[src/bmpm_params.svh]
// constants for the battery monitor power-mode controller
`ifndef BMPM_PARAMS_SVH
`define BMPM_PARAMS_SVH

`define BMPM_CLK_HZ          25000000
`define BMPM_NS_PER_CLK      40
`define BMPM_CUR_PERIOD_US   3000
`define BMPM_VOLT_PERIOD_US  63000
`define BMPM_SLPCUR_US       12000
`define BMPM_EXIT_MS         250
`define BMPM_PIN_SHORT_MS    1000
`define BMPM_CNT_W           32
`define BMPM_SEC_CNT         (`BMPM_CLK_HZ)
`define BMPM_US_CNT(us)      (((us) * 1000) / `BMPM_NS_PER_CLK)
`define BMPM_MS_CNT(ms)      (((ms) * 1000000) / `BMPM_NS_PER_CLK)
`define BMPM_MIN_SECS        60

`define BMPM_A_CTRL          32'h0000_0000
`define BMPM_A_STATUS        32'h0000_0004
`define BMPM_A_CMD           32'h0000_0008
`define BMPM_A_SLEEP_HYS     32'h0000_000C
`define BMPM_A_SHUT_DLY      32'h0000_0010
`define BMPM_A_MISC          32'h0000_0014

`define BMPM_CTRL_RST        32'h0000_0001
`define BMPM_HYS_RST         8'h05
`define BMPM_DLY_RST         8'h02
`define BMPM_OT_DLY_RST      8'h03
`define BMPM_RESHUT_RST      8'h0A
`define BMPM_MEMWIN_RST      8'h05

`define BMPM_B_SLEEP_CFG     0
`define BMPM_B_FASTCONV      1
`define BMPM_B_AUTO_SHUT     2
`define BMPM_B_OT_SHUT       3
`define BMPM_B_HWOT_SHUT     4
`define BMPM_B_LDO1_KEEP     5
`define BMPM_B_LDO2_KEEP     6
`define BMPM_B_LFO_KEEP      7
`define BMPM_B_RESHUT        8
`define BMPM_B_SLOW_VOLT     9

`define BMPM_CMD_SLP_ALLOW   4'h1
`define BMPM_CMD_SLP_FORBID  4'h2
`define BMPM_CMD_SLP_EXIT    4'h3
`define BMPM_CMD_DEEP_ENTER  4'h4
`define BMPM_CMD_DEEP_EXIT   4'h5
`define BMPM_CMD_SHUTDOWN    4'h6

`endif

[src/bmpm_pkg.sv]
// types for the battery monitor power-mode controller
package bmpm_pkg;

    typedef enum logic [2:0] {
        ST_NORMAL    = 3'b000,
        ST_SLEEP     = 3'b001,
        ST_DEEP      = 3'b010,
        ST_DEEP_EXIT = 3'b011,
        ST_SHUT_SEQ  = 3'b100,
        ST_SHUTDOWN  = 3'b101
    } bmpm_state_t;

    typedef struct packed {
        bmpm_state_t state;
        logic [31:0] ctrl;
        logic [7:0]  sleep_hys;
        logic [7:0]  shut_dly;
        logic [7:0]  ot_dly;
        logic [7:0]  reshut_min;
        logic [7:0]  mem_win;
        logic        sleep_allow;
        logic [31:0] tick;
        logic [31:0] sec_cnt;
        logic        sec_pulse;
        logic [31:0] cur_cnt;
        logic [31:0] volt_cnt;
        logic [31:0] slp_cnt;
        logic [31:0] gen_cnt;
        logic [7:0]  hys_left;
        logic [7:0]  ot_secs;
        logic [15:0] wake_secs;
        logic        woke;
        logic [7:0]  mem_secs;
        logic        mem_armed;
        logic        wait_boundary;
        logic        fets_on;
        logic        cur_smp;
        logic        volt_smp;
        logic        slp_smp;
        logic        wdog_rst;
        logic        rst_hi_prev;
        logic [31:0] rst_hi_cnt;
        logic        ld_prev;
        logic        ts2_prev;
        logic [31:0] prdata;
        logic [2:0]  s1;
        logic [2:0]  s2;
        logic [2:0]  s3;
    } bmpm_regs_t;

endpackage

[src/bmpm_ctrl.sv]
// power-mode controller with apb registers
`timescale 1ns/1ps
`include "bmpm_params.svh"

module bmpm_ctrl
#(
    parameter int SEC_CNT  = `BMPM_SEC_CNT,
    parameter int EXIT_CNT = `BMPM_MS_CNT(`BMPM_EXIT_MS),
    parameter int CUR_CNT  = `BMPM_US_CNT(`BMPM_CUR_PERIOD_US),
    parameter int VOLT_CNT = `BMPM_US_CNT(`BMPM_VOLT_PERIOD_US),
    parameter int SLP_CNT  = `BMPM_US_CNT(`BMPM_SLPCUR_US)
)
(
    // clock and reset
    input  wire logic        pclk,
    input  wire logic        presetn,
    // apb slave
    input  wire logic        psel,
    input  wire logic        penable,
    input  wire logic        pwrite,
    input  wire logic [31:0] paddr,
    input  wire logic [31:0] pwdata,
    output logic [31:0]      prdata,
    output logic             pready,
    output logic             pslverr,
    // measurement comparisons, same clock
    input  wire logic        relaxed,
    input  wire logic        sleep_current_over,
    input  wire logic        interval_current_over,
    input  wire logic        pack_delta_wake,
    input  wire logic        protection_fault,
    input  wire logic        charger_attached,
    input  wire logic        stack_low,
    input  wire logic        cell_min_low,
    input  wire logic        int_temp_over,
    input  wire logic        hw_die_overtemp,
    input  wire logic        battery_supply_low,
    input  wire logic        mem_error,
    // asynchronous pins
    input  wire logic        reset_shut_pin,
    input  wire logic        load_detect_pin,
    input  wire logic        second_thermistor_wake_pin,
    // mode and drive outputs
    output logic [2:0]       power_mode,
    output logic             charge_fet,
    output logic             discharge_fet,
    output logic             protections_en,
    output logic             comparators_en,
    output logic             current_sample,
    output logic             voltage_sample,
    output logic             fast_conversion,
    output logic             data_valid,
    output logic             ldo_output_one,
    output logic             ldo_output_two,
    output logic             low_freq_oscillator,
    output logic             otp_reload,
    output logic             watchdog_reset
);

    bmpm_pkg::bmpm_regs_t r_ff;
    bmpm_pkg::bmpm_regs_t nxt_r;

    logic wr;
    logic rd;
    logic [3:0] cmd;
    logic rst_pin;
    logic ld_pin;
    logic ts2_pin;
    logic short_press;
    logic ld_rise;
    logic ts2_fall;
    logic shut_req;
    logic [31:0] cur_per;
    logic [31:0] volt_per;

    assign wr = psel && penable && pwrite;
    assign rd = psel && !penable && !pwrite;
    assign cmd = (wr && paddr == `BMPM_A_CMD) ? pwdata[3:0] : 4'h0;
    // level moves once second and third stages agree
    assign rst_pin = (r_ff.s2[0] == r_ff.s3[0]) ? r_ff.s3[0] : r_ff.rst_hi_prev;
    assign ld_pin  = (r_ff.s2[1] == r_ff.s3[1]) ? r_ff.s3[1] : r_ff.ld_prev;
    assign ts2_pin = (r_ff.s2[2] == r_ff.s3[2]) ? r_ff.s3[2] : r_ff.ts2_prev;
    // pin released after a press under one second
    assign short_press = r_ff.rst_hi_prev && !rst_pin && r_ff.rst_hi_cnt < 32'(SEC_CNT);
    assign ld_rise  = ld_pin && !r_ff.ld_prev;
    assign ts2_fall = !ts2_pin && r_ff.ts2_prev;
    assign cur_per  = r_ff.ctrl[`BMPM_B_FASTCONV] ? 32'(CUR_CNT / 2) : 32'(CUR_CNT);
    assign volt_per = (r_ff.ctrl[`BMPM_B_SLOW_VOLT] ? 32'(2 * VOLT_CNT) : 32'(VOLT_CNT))
                      >> r_ff.ctrl[`BMPM_B_FASTCONV];

    always_comb
    begin
        nxt_r = r_ff;
        nxt_r.s1 = {second_thermistor_wake_pin, load_detect_pin, reset_shut_pin};
        nxt_r.s2 = r_ff.s1;
        nxt_r.s3 = r_ff.s2;
        nxt_r.rst_hi_prev = rst_pin;
        nxt_r.ld_prev = ld_pin;
        nxt_r.ts2_prev = ts2_pin;
        nxt_r.rst_hi_cnt = rst_pin ? r_ff.rst_hi_cnt + 32'h1 : 32'h0;
        nxt_r.cur_smp = 1'b0;
        nxt_r.volt_smp = 1'b0;
        nxt_r.slp_smp = 1'b0;
        nxt_r.wdog_rst = 1'b0;
        nxt_r.sec_pulse = 1'b0;
        // 1-s boundary
        if (r_ff.sec_cnt >= 32'(SEC_CNT - 1))
        begin
            nxt_r.sec_cnt = 32'h0;
            nxt_r.sec_pulse = 1'b1;
        end
        else
        begin
            nxt_r.sec_cnt = r_ff.sec_cnt + 32'h1;
        end
        // apb writes
        if (wr && r_ff.state != bmpm_pkg::ST_SHUTDOWN)
        begin
            if (paddr == `BMPM_A_CTRL)
            begin
                nxt_r.ctrl = pwdata;
            end
            else if (paddr == `BMPM_A_SLEEP_HYS)
            begin
                nxt_r.sleep_hys = pwdata[7:0];
                nxt_r.ot_dly = pwdata[15:8];
            end
            else if (paddr == `BMPM_A_SHUT_DLY)
            begin
                nxt_r.shut_dly = pwdata[7:0];
            end
            else if (paddr == `BMPM_A_MISC)
            begin
                nxt_r.reshut_min = pwdata[7:0];
                nxt_r.mem_win = pwdata[15:8];
            end
        end
        // sleep permit taken from config at power-up
        if (r_ff.tick == 32'h0)
        begin
            nxt_r.sleep_allow = r_ff.ctrl[`BMPM_B_SLEEP_CFG];
            nxt_r.tick = 32'h1;
        end
        if (cmd == `BMPM_CMD_SLP_ALLOW)
        begin
            nxt_r.sleep_allow = 1'b1;
        end
        else if (cmd == `BMPM_CMD_SLP_FORBID)
        begin
            nxt_r.sleep_allow = 1'b0;
        end
        if (r_ff.sec_pulse && r_ff.hys_left != 8'h0)
        begin
            nxt_r.hys_left = r_ff.hys_left - 8'h1;
        end
        if (r_ff.sec_pulse)
        begin
            nxt_r.ot_secs = int_temp_over ? r_ff.ot_secs + 8'h1 : 8'h0;
        end
        shut_req = (cmd == `BMPM_CMD_SHUTDOWN)
            || (r_ff.rst_hi_cnt >= 32'(SEC_CNT))
            || (r_ff.ctrl[`BMPM_B_AUTO_SHUT] && (stack_low || cell_min_low))
            || (r_ff.ctrl[`BMPM_B_OT_SHUT] && int_temp_over && r_ff.ot_secs >= r_ff.ot_dly)
            || (r_ff.ctrl[`BMPM_B_HWOT_SHUT] && hw_die_overtemp)
            || (r_ff.ctrl[`BMPM_B_RESHUT] && r_ff.woke
                && r_ff.wake_secs >= 16'(r_ff.reshut_min) * 16'(`BMPM_MIN_SECS));
        if (r_ff.sec_pulse && r_ff.woke)
        begin
            nxt_r.wake_secs = r_ff.wake_secs + 16'h1;
        end
        if (r_ff.sec_pulse && r_ff.mem_armed)
        begin
            nxt_r.mem_secs = r_ff.mem_secs + 8'h1;
            if (r_ff.mem_secs >= r_ff.mem_win)
            begin
                nxt_r.mem_armed = 1'b0;
            end
        end
        if (mem_error && (r_ff.state == bmpm_pkg::ST_NORMAL || r_ff.state == bmpm_pkg::ST_SLEEP))
        begin
            if (r_ff.mem_armed)
            begin
                shut_req = 1'b1;
            end
            else
            begin
                nxt_r.wdog_rst = 1'b1;
                nxt_r.mem_armed = 1'b1;
                nxt_r.mem_secs = 8'h0;
            end
        end
        case (r_ff.state)
            bmpm_pkg::ST_NORMAL:
            begin
                if (r_ff.wait_boundary)
                begin
                    if (r_ff.sec_pulse)
                    begin
                        nxt_r.wait_boundary = 1'b0;
                    end
                end
                else
                begin
                    nxt_r.cur_cnt = r_ff.cur_cnt + 32'h1;
                    nxt_r.volt_cnt = r_ff.volt_cnt + 32'h1;
                    if (r_ff.cur_cnt >= cur_per - 32'h1)
                    begin
                        nxt_r.cur_cnt = 32'h0;
                        nxt_r.cur_smp = 1'b1;
                    end
                    if (r_ff.volt_cnt >= volt_per - 32'h1)
                    begin
                        nxt_r.volt_cnt = 32'h0;
                        nxt_r.volt_smp = 1'b1;
                    end
                end
                if (shut_req)
                begin
                    nxt_r.state = bmpm_pkg::ST_SHUT_SEQ;
                    nxt_r.gen_cnt = 32'h0;
                end
                else if (cmd == `BMPM_CMD_DEEP_ENTER)
                begin
                    nxt_r.state = bmpm_pkg::ST_DEEP;
                    nxt_r.fets_on = 1'b0;
                    nxt_r.cur_smp = 1'b0;
                    nxt_r.volt_smp = 1'b0;
                end
                else if (relaxed && r_ff.sleep_allow && r_ff.hys_left == 8'h0)
                begin
                    nxt_r.state = bmpm_pkg::ST_SLEEP;
                    nxt_r.slp_cnt = 32'h0;
                    nxt_r.gen_cnt = 32'h0;
                end
            end
            bmpm_pkg::ST_SLEEP:
            begin
                nxt_r.slp_cnt = r_ff.slp_cnt + 32'h1;
                if (r_ff.slp_cnt >= 32'(SLP_CNT - 1))
                begin
                    nxt_r.slp_cnt = 32'h0;
                    nxt_r.slp_smp = 1'b1;
                end
                nxt_r.gen_cnt = r_ff.gen_cnt + 32'h1;
                if (r_ff.gen_cnt >= volt_per - 32'h1)
                begin
                    nxt_r.gen_cnt = 32'h0;
                    nxt_r.volt_smp = 1'b1;
                    nxt_r.cur_smp = 1'b1;
                end
                if (shut_req)
                begin
                    nxt_r.state = bmpm_pkg::ST_SHUT_SEQ;
                    nxt_r.gen_cnt = 32'h0;
                end
                else if (protection_fault || charger_attached || short_press
                    || cmd == `BMPM_CMD_SLP_EXIT || !r_ff.sleep_allow
                    || (r_ff.slp_smp && sleep_current_over)
                    || (r_ff.volt_smp && (interval_current_over || pack_delta_wake)))
                begin
                    nxt_r.state = bmpm_pkg::ST_NORMAL;
                    nxt_r.hys_left = r_ff.sleep_hys;
                    nxt_r.fets_on = 1'b1;
                    nxt_r.wait_boundary = r_ff.slp_smp && sleep_current_over;
                    nxt_r.cur_cnt = 32'h0;
                    nxt_r.volt_cnt = 32'h0;
                end
            end
            bmpm_pkg::ST_DEEP:
            begin
                if (battery_supply_low)
                begin
                    nxt_r.state = bmpm_pkg::ST_SHUTDOWN;
                end
                else if (cmd == `BMPM_CMD_DEEP_EXIT || short_press || ld_rise)
                begin
                    nxt_r.state = bmpm_pkg::ST_DEEP_EXIT;
                    nxt_r.gen_cnt = 32'h0;
                end
            end
            bmpm_pkg::ST_DEEP_EXIT:
            begin
                // settle plus full loop, then check
                nxt_r.gen_cnt = r_ff.gen_cnt + 32'h1;
                if (r_ff.gen_cnt == 32'(EXIT_CNT) + volt_per - 32'h1)
                begin
                    nxt_r.volt_smp = 1'b1;
                    nxt_r.cur_smp = 1'b1;
                end
                if (r_ff.gen_cnt >= 32'(EXIT_CNT) + volt_per)
                begin
                    nxt_r.state = bmpm_pkg::ST_NORMAL;
                    nxt_r.fets_on = !protection_fault;
                    nxt_r.cur_cnt = 32'h0;
                    nxt_r.volt_cnt = 32'h0;
                end
            end
            bmpm_pkg::ST_SHUT_SEQ:
            begin
                // delay, fets off, delay, wait load low
                if (r_ff.sec_pulse)
                begin
                    nxt_r.gen_cnt = r_ff.gen_cnt + 32'h1;
                end
                if (r_ff.gen_cnt >= 32'(r_ff.shut_dly))
                begin
                    nxt_r.fets_on = 1'b0;
                end
                if (r_ff.gen_cnt >= 32'(r_ff.shut_dly) * 32'h2 && !ld_pin)
                begin
                    nxt_r.state = bmpm_pkg::ST_SHUTDOWN;
                end
            end
            bmpm_pkg::ST_SHUTDOWN:
            begin
                nxt_r.ctrl = `BMPM_CTRL_RST;
                nxt_r.sleep_hys = `BMPM_HYS_RST;
                nxt_r.shut_dly = `BMPM_DLY_RST;
                nxt_r.ot_dly = `BMPM_OT_DLY_RST;
                nxt_r.reshut_min = `BMPM_RESHUT_RST;
                nxt_r.mem_win = `BMPM_MEMWIN_RST;
                nxt_r.sleep_allow = 1'b1;
                nxt_r.hys_left = 8'h0;
                nxt_r.woke = 1'b0;
                nxt_r.wake_secs = 16'h0;
                nxt_r.fets_on = 1'b0;
                if (ts2_fall || ld_rise)
                begin
                    nxt_r.state = bmpm_pkg::ST_NORMAL;
                    nxt_r.fets_on = 1'b1;
                    nxt_r.woke = 1'b1;
                    nxt_r.mem_armed = 1'b0;
                end
            end
            default:
            begin
                nxt_r.state = bmpm_pkg::ST_NORMAL;
            end
        endcase
        // apb read data captured in setup phase
        if (rd)
        begin
            if (paddr == `BMPM_A_CTRL)
            begin
                nxt_r.prdata = r_ff.ctrl;
            end
            else if (paddr == `BMPM_A_STATUS)
            begin
                nxt_r.prdata = {24'h0, r_ff.fets_on, r_ff.mem_armed, r_ff.woke,
                    r_ff.state, r_ff.state == bmpm_pkg::ST_SLEEP, r_ff.sleep_allow};
            end
            else if (paddr == `BMPM_A_SLEEP_HYS)
            begin
                nxt_r.prdata = {16'h0, r_ff.ot_dly, r_ff.sleep_hys};
            end
            else if (paddr == `BMPM_A_SHUT_DLY)
            begin
                nxt_r.prdata = {24'h0, r_ff.shut_dly};
            end
            else if (paddr == `BMPM_A_MISC)
            begin
                nxt_r.prdata = {16'h0, r_ff.mem_win, r_ff.reshut_min};
            end
            else
            begin
                nxt_r.prdata = 32'h0;
            end
        end
    end

    always_ff @(posedge pclk or negedge presetn)
    begin
        if (!presetn)
        begin
            r_ff <= '0;
            r_ff.ctrl <= `BMPM_CTRL_RST;
            r_ff.sleep_hys <= `BMPM_HYS_RST;
            r_ff.shut_dly <= `BMPM_DLY_RST;
            r_ff.ot_dly <= `BMPM_OT_DLY_RST;
            r_ff.reshut_min <= `BMPM_RESHUT_RST;
            r_ff.mem_win <= `BMPM_MEMWIN_RST;
            r_ff.sleep_allow <= 1'b1;
            r_ff.fets_on <= 1'b1;
        end
        else
        begin
            r_ff <= nxt_r;
        end
    end

    logic active;
    logic deep;
    assign active = r_ff.state == bmpm_pkg::ST_NORMAL || r_ff.state == bmpm_pkg::ST_SLEEP;
    assign deep = r_ff.state == bmpm_pkg::ST_DEEP || r_ff.state == bmpm_pkg::ST_DEEP_EXIT;

    assign pready = 1'b1;
    assign pslverr = 1'b0;
    assign prdata = r_ff.prdata;
    assign power_mode = r_ff.state;
    assign charge_fet = r_ff.fets_on && active;
    assign discharge_fet = r_ff.fets_on && active;
    assign protections_en = active || r_ff.state == bmpm_pkg::ST_DEEP_EXIT;
    assign comparators_en = active;
    assign current_sample = r_ff.cur_smp || r_ff.slp_smp;
    assign voltage_sample = r_ff.volt_smp;
    assign fast_conversion = r_ff.ctrl[`BMPM_B_FASTCONV];
    assign data_valid = active && !r_ff.wait_boundary;
    assign ldo_output_one = (r_ff.state != bmpm_pkg::ST_SHUTDOWN)
        && (!deep || r_ff.ctrl[`BMPM_B_LDO1_KEEP]);
    assign ldo_output_two = (r_ff.state != bmpm_pkg::ST_SHUTDOWN)
        && (!deep || r_ff.ctrl[`BMPM_B_LDO2_KEEP]);
    assign low_freq_oscillator = (r_ff.state != bmpm_pkg::ST_SHUTDOWN)
        && (r_ff.state != bmpm_pkg::ST_DEEP || r_ff.ctrl[`BMPM_B_LFO_KEEP]);
    assign otp_reload = r_ff.woke && r_ff.wake_secs == 16'h0;
    assign watchdog_reset = r_ff.wdog_rst;

endmodule

[config.mk]
export PLATFORM = sky130hd
export DESIGN_NAME = bmpm_ctrl
export DESIGN_NICKNAME = d
export VERILOG_FILES = /design/src/bmpm_pkg.sv /design/src/bmpm_ctrl.sv
export VERILOG_INCLUDE_DIRS = /design/src
export SDC_FILE = /design/constraint.sdc
export NUM_CORES = 1
export LEC_CHECK = 0
export BUFFER_PORTS_ARGS = -buffer_cell sky130_fd_sc_hd__buf_2
export CAP_MARGIN = 20
export CORE_MARGIN = 2
export CORE_UTILIZATION = 53
export CTS_CLUSTER_SIZE = 10
export DETAILED_ROUTE_END_ITERATION = 8
export GPL_TIMING_DRIVEN = 0
export PLACE_DENSITY = 0.69
export SLEW_MARGIN = 20
export SYNTH_ARGS = -nofsm -noshare
export SYNTH_HDL_FRONTEND = slang
export SYNTH_SLANG_ARGS = --single-unit
[constraint.sdc]
create_clock -name pclk -period 8.6 [get_ports pclk]
set_clock_uncertainty 0.1 [all_clocks]
set_input_delay 0.86 -clock pclk [delete_from_list [all_inputs] [get_ports pclk]]
set_output_delay 0.86 -clock pclk [all_outputs]
set_load 0.03 [all_outputs]
==> summary.md <==
| Metric | Value |
|---|---|
| Initial antenna violation count | `4` |
| Hold/Removal Path Class | `in2async` |
| Hold_ws | `0.121 ns` |
| Port bufs | `128` |
| First-pass GRT wire length | `93.2 mm` |
| Pre-CTS WS | `2.00 ns` |
| Max Clock Freq | `0.150 GHz` |
| Commonest non-fill, non-tap cell in the layout | `dfrtp_1` |
| Largest net degree at the start of global routing | `97` |
| # DRC | `0` |
| Die footprint | `0.0419 sq mm` |
| Clock-pin slew on the worst setup and hold paths | `0.06 ns` |
| Clock power frac | `33.5%` |
| Slew headroom | `34.4%` |
| Worst setup SP type | `register` |
| GRT Total Usage | `27.8%` |
| P_sw | `1.86 mW` |
| Period Utilization, post-route | `77.6%` |
| Most frequent cells in the layout | `350 x dfrtp_1, 313 x nand2_1, 166 x nor2_1` |
| Dpl hpwl | `42.4 mm` |
| CTS Buffer Depth | `3` |
| Crit Path Max Fanout | `10` |
| Logic pwr share | `28.5%` |
| Flop2flop setup slack | `1.92 ns` |
| TritonCTS clock tree | `yes` |
| Area grow syn2layout | `13.6%` |
| Nets | `2,819` |
| Pwr per Cell Area | `213 mW/mm^2` |
| H-tree Lvls | `2` |
| Worst r2r path cells | `22` |
| Family with the most delay on the worst path | `compound AO/OA/AOI/OAI gates` |
| # hold bufs at CTS | `0` |
| Placed cell areas | `0.0229 sq mm` |
| Post-synthesis sequential area ratio | `42.5%` |
| Top-Level Pins | `134` |
| Inserted Clock Buffers | `44` |
| Synth top area cells | `dfrtp_1 41%, ha_1 9.4%, nand2_1 5.5%` |
| Sequential share of power | `38.0%` |
| Top-area cell type share of the netlist area | `41.1%` |
| Worst vdd ir | `0.183 mV` |
| Resize count post-CTS | `0` |
| Final setup vio count | `0` |
| Final hold viol count | `0` |
| Flops & latches, synth | `362` |
| Final worst slack | `1.92 ns` |
| Switch share | `36.1%` |
| Share of cells above drive strength 1 | `10.2%` |
| Leakage | `11.4 nW` |
| Total Wirelength | `57.3 mm` |
| Multi-input gate area | `0.0114 sq mm` |
| Status | `complete, no violations` |
| Starting Density | `53.7%` |
| Height of the die | `205 microns` |
| Chip Width | `205 microns` |
| Cell taking the most area after synthesis | `dfrtp_1` |
| Period minus WS final | `6.68 ns` |
| Syn Std Cell Area | `0.0213 sq mm` |
| Ys async rst share | `100%` |
| Max_cap viols | `0` |
| Rows | `73` |
| Reg2reg end | `r_ff[133]` |
| Syn Inst Count | `2,342` |
| Post-synth EDFFs | `0` |
| FILL cells | `3,491` |
| Root buf cell | `clkbuf_16` |
| Vias in the first global route | `18,100` |
| Setup Fix Bufs, Post-CTS | `0` |
| DR vias/cell | `5.95` |
| Max-slew violations | `0` |
| Number of distinct library cells after synthesis | `78` |
| Setup TNS | `0 ns` |
| CP Data Required Time | `9.01 ns` |
| WP buf/inv | `3` |
| DR pass1 iterations | `9` |
| Vias after detailed routing | `18,500` |
| CP max-delay cell | `dfstp_2` |
| Worst-Skew Late Latency | `0.58 ns` |
| Crit path DAT | `7.08 ns` |
| Int Power | `3.30 mW` |
| Critical path type | `reg2reg` |
| Slew @ Worst Pin | `0.979 ns` |
| Storage cell area | `0.00907 sq mm` |
| Clock Sinks | `362` |
| Final instance area | `0.0242 sq mm` |
| DR WL/cell | `18.4 microns` |
| Final Core Density | `61.0%` |
| Most frequent CP cell | `a21oi_1` |
| Core box area | `0.0397 sq mm` |
| YS warnings | `0` |
| Avg Synthesized Cell Area | `9.11 sq um` |
| Crit end category | `register` |
| Top FF cell, synth | `dfrtp_1` |
| Critical R2R Launch | `r_ff[327]` |
| GRT overflow | `0` |
| Crit-path cells | `inv_1, fa_1, fa_1, inv_1, ha_1, a21oi_1, o21ai_0, a21oi_1, o21ai_0, a21o_1, a21oi_1, xor2_1, ha_1, a2111oi_0, o21ai_0, nor2_1, a21oi_1, nor3_4, a31oi_1, nor2_1, buf_2, a22o_1` |
| Final Wtd Congestion | `0.926` |
| Slowest stage delay, CP | `0.60 ns` |
| Final ANT Viol Nets | `0` |
| RSZ-0062 raised after global routing | `no` |
| Starting DRC count in detailed routing | `1,528` |
[power by group through the flow]
stage	logic [mW]	registers (mW)	clock network, mW
finish	1.47	1.96	1.73
global route	1.62	1.98	1.84
CTS	1.47	1.96	1.77
detailed placement	1.46	1.99	0
floorplan	0.979	1.95	0
global placement	1.42	1.98	0
[worst register-to-register path, stage by stage, from the launching register on]
cell	delay [ns]
dfstp_2	0.60
inv_1	0.10
fa_1	0.50
fa_1	0.51
inv_1	0.04
ha_1	0.32
a21oi_1	0.20
o21ai_0	0.11
a21oi_1	0.22
o21ai_0	0.18
a21o_1	0.21
a21oi_1	0.17
xor2_1	0.25
ha_1	0.29
a2111oi_0	0.47
o21ai_0	0.16
nor2_1	0.13
a21oi_1	0.15
nor3_4	0.49
a31oi_1	0.46
nor2_1	0.41
buf_2	0.33
a22o_1	0.19
[metal layers]
metal  track usage [%]  part of all wire [%]
met5                 0                 0.061
met4              11.5                   3.7
met3              4.30                   6.1
met2              45.9                    48
met1              36.5                    43
[state kept, by name, indices dropped and copies added, names as in the netlist]
| signal | count |
|---|---|
| r_ff | 318 |
| nxt_r | 6 |
| voltage_sample | 1 |
| watchdog_reset | 1 |
| prdata | 32 |
| power_mode | 3 |
| fast_conversion | 1 |
[synth_stat cells, types with 15 or more instances]
library cell	number
nand3_1	105
and3_1	52
nand4_1	49
and2_1	38
inv_1	103
nor2b_1	19
nor3_1	74
a211o_1	20
nand2b_1	15
a22o_1	15
o31ai_1	37
a31oi_1	16
a21o_1	41
o211ai_1	15
buf_4	39
ha_1	160
nor4_1	34
or3_1	20
clkbuf_1	85
and4_1	17
o21ai_0	139
dfrtp_1	350
nand2_1	313
nor2_1	166
a21oi_1	134
xor2_1	58
xnor2_1	29
[how the worst max path moves through the flow]
stage	depth (start not counted)	slack [ns]	startpoint	end
after floorplan	23	2.99	r_ff[327]	r_ff[232]
after global placement	1	-0.60	presetn	r_ff[238]
after detailed placement	22	2.00	r_ff[327]	r_ff[133]
after CTS	22	1.95	r_ff[327]	r_ff[133]
after global routing	22	1.45	r_ff[327]	r_ff[137]
final	22	1.92	r_ff[327]	r_ff[133]
[per-stage QoR]
stage / power, mW / cells
5_1_grt: 5.44 / 3114
3_5_place_dp: 3.45 / 3041
6_report: 5.17 / 3114
3_3_place_gp: 3.40 / 3036
4_1_cts: 5.19 / 3113
2_1_floorplan: 2.93 / 2383
[kinds of logic after synthesis]
logic type / synth area share (%)
fa+ha+maj: 10.7
buf+inv: 4.93
simple gates: 21.6
other cells: 0.0352
compound gates: 16.4
mux: 0.246
flops: 42.5
xor+xnor: 3.57
[cell type report]
class	instances	share of cell area [%]
tap	525	2.71
antenna	1	0.0103
clock buffer	67	5.15
multi-input combinational	1787	46.9
inverter	104	1.61
timing repair buffer	133	3.16
buffer	130	2.73
clock inverter	5	0.269
sequential	362	37.5
Note: power is estimated with default switching activity, not from simulation.
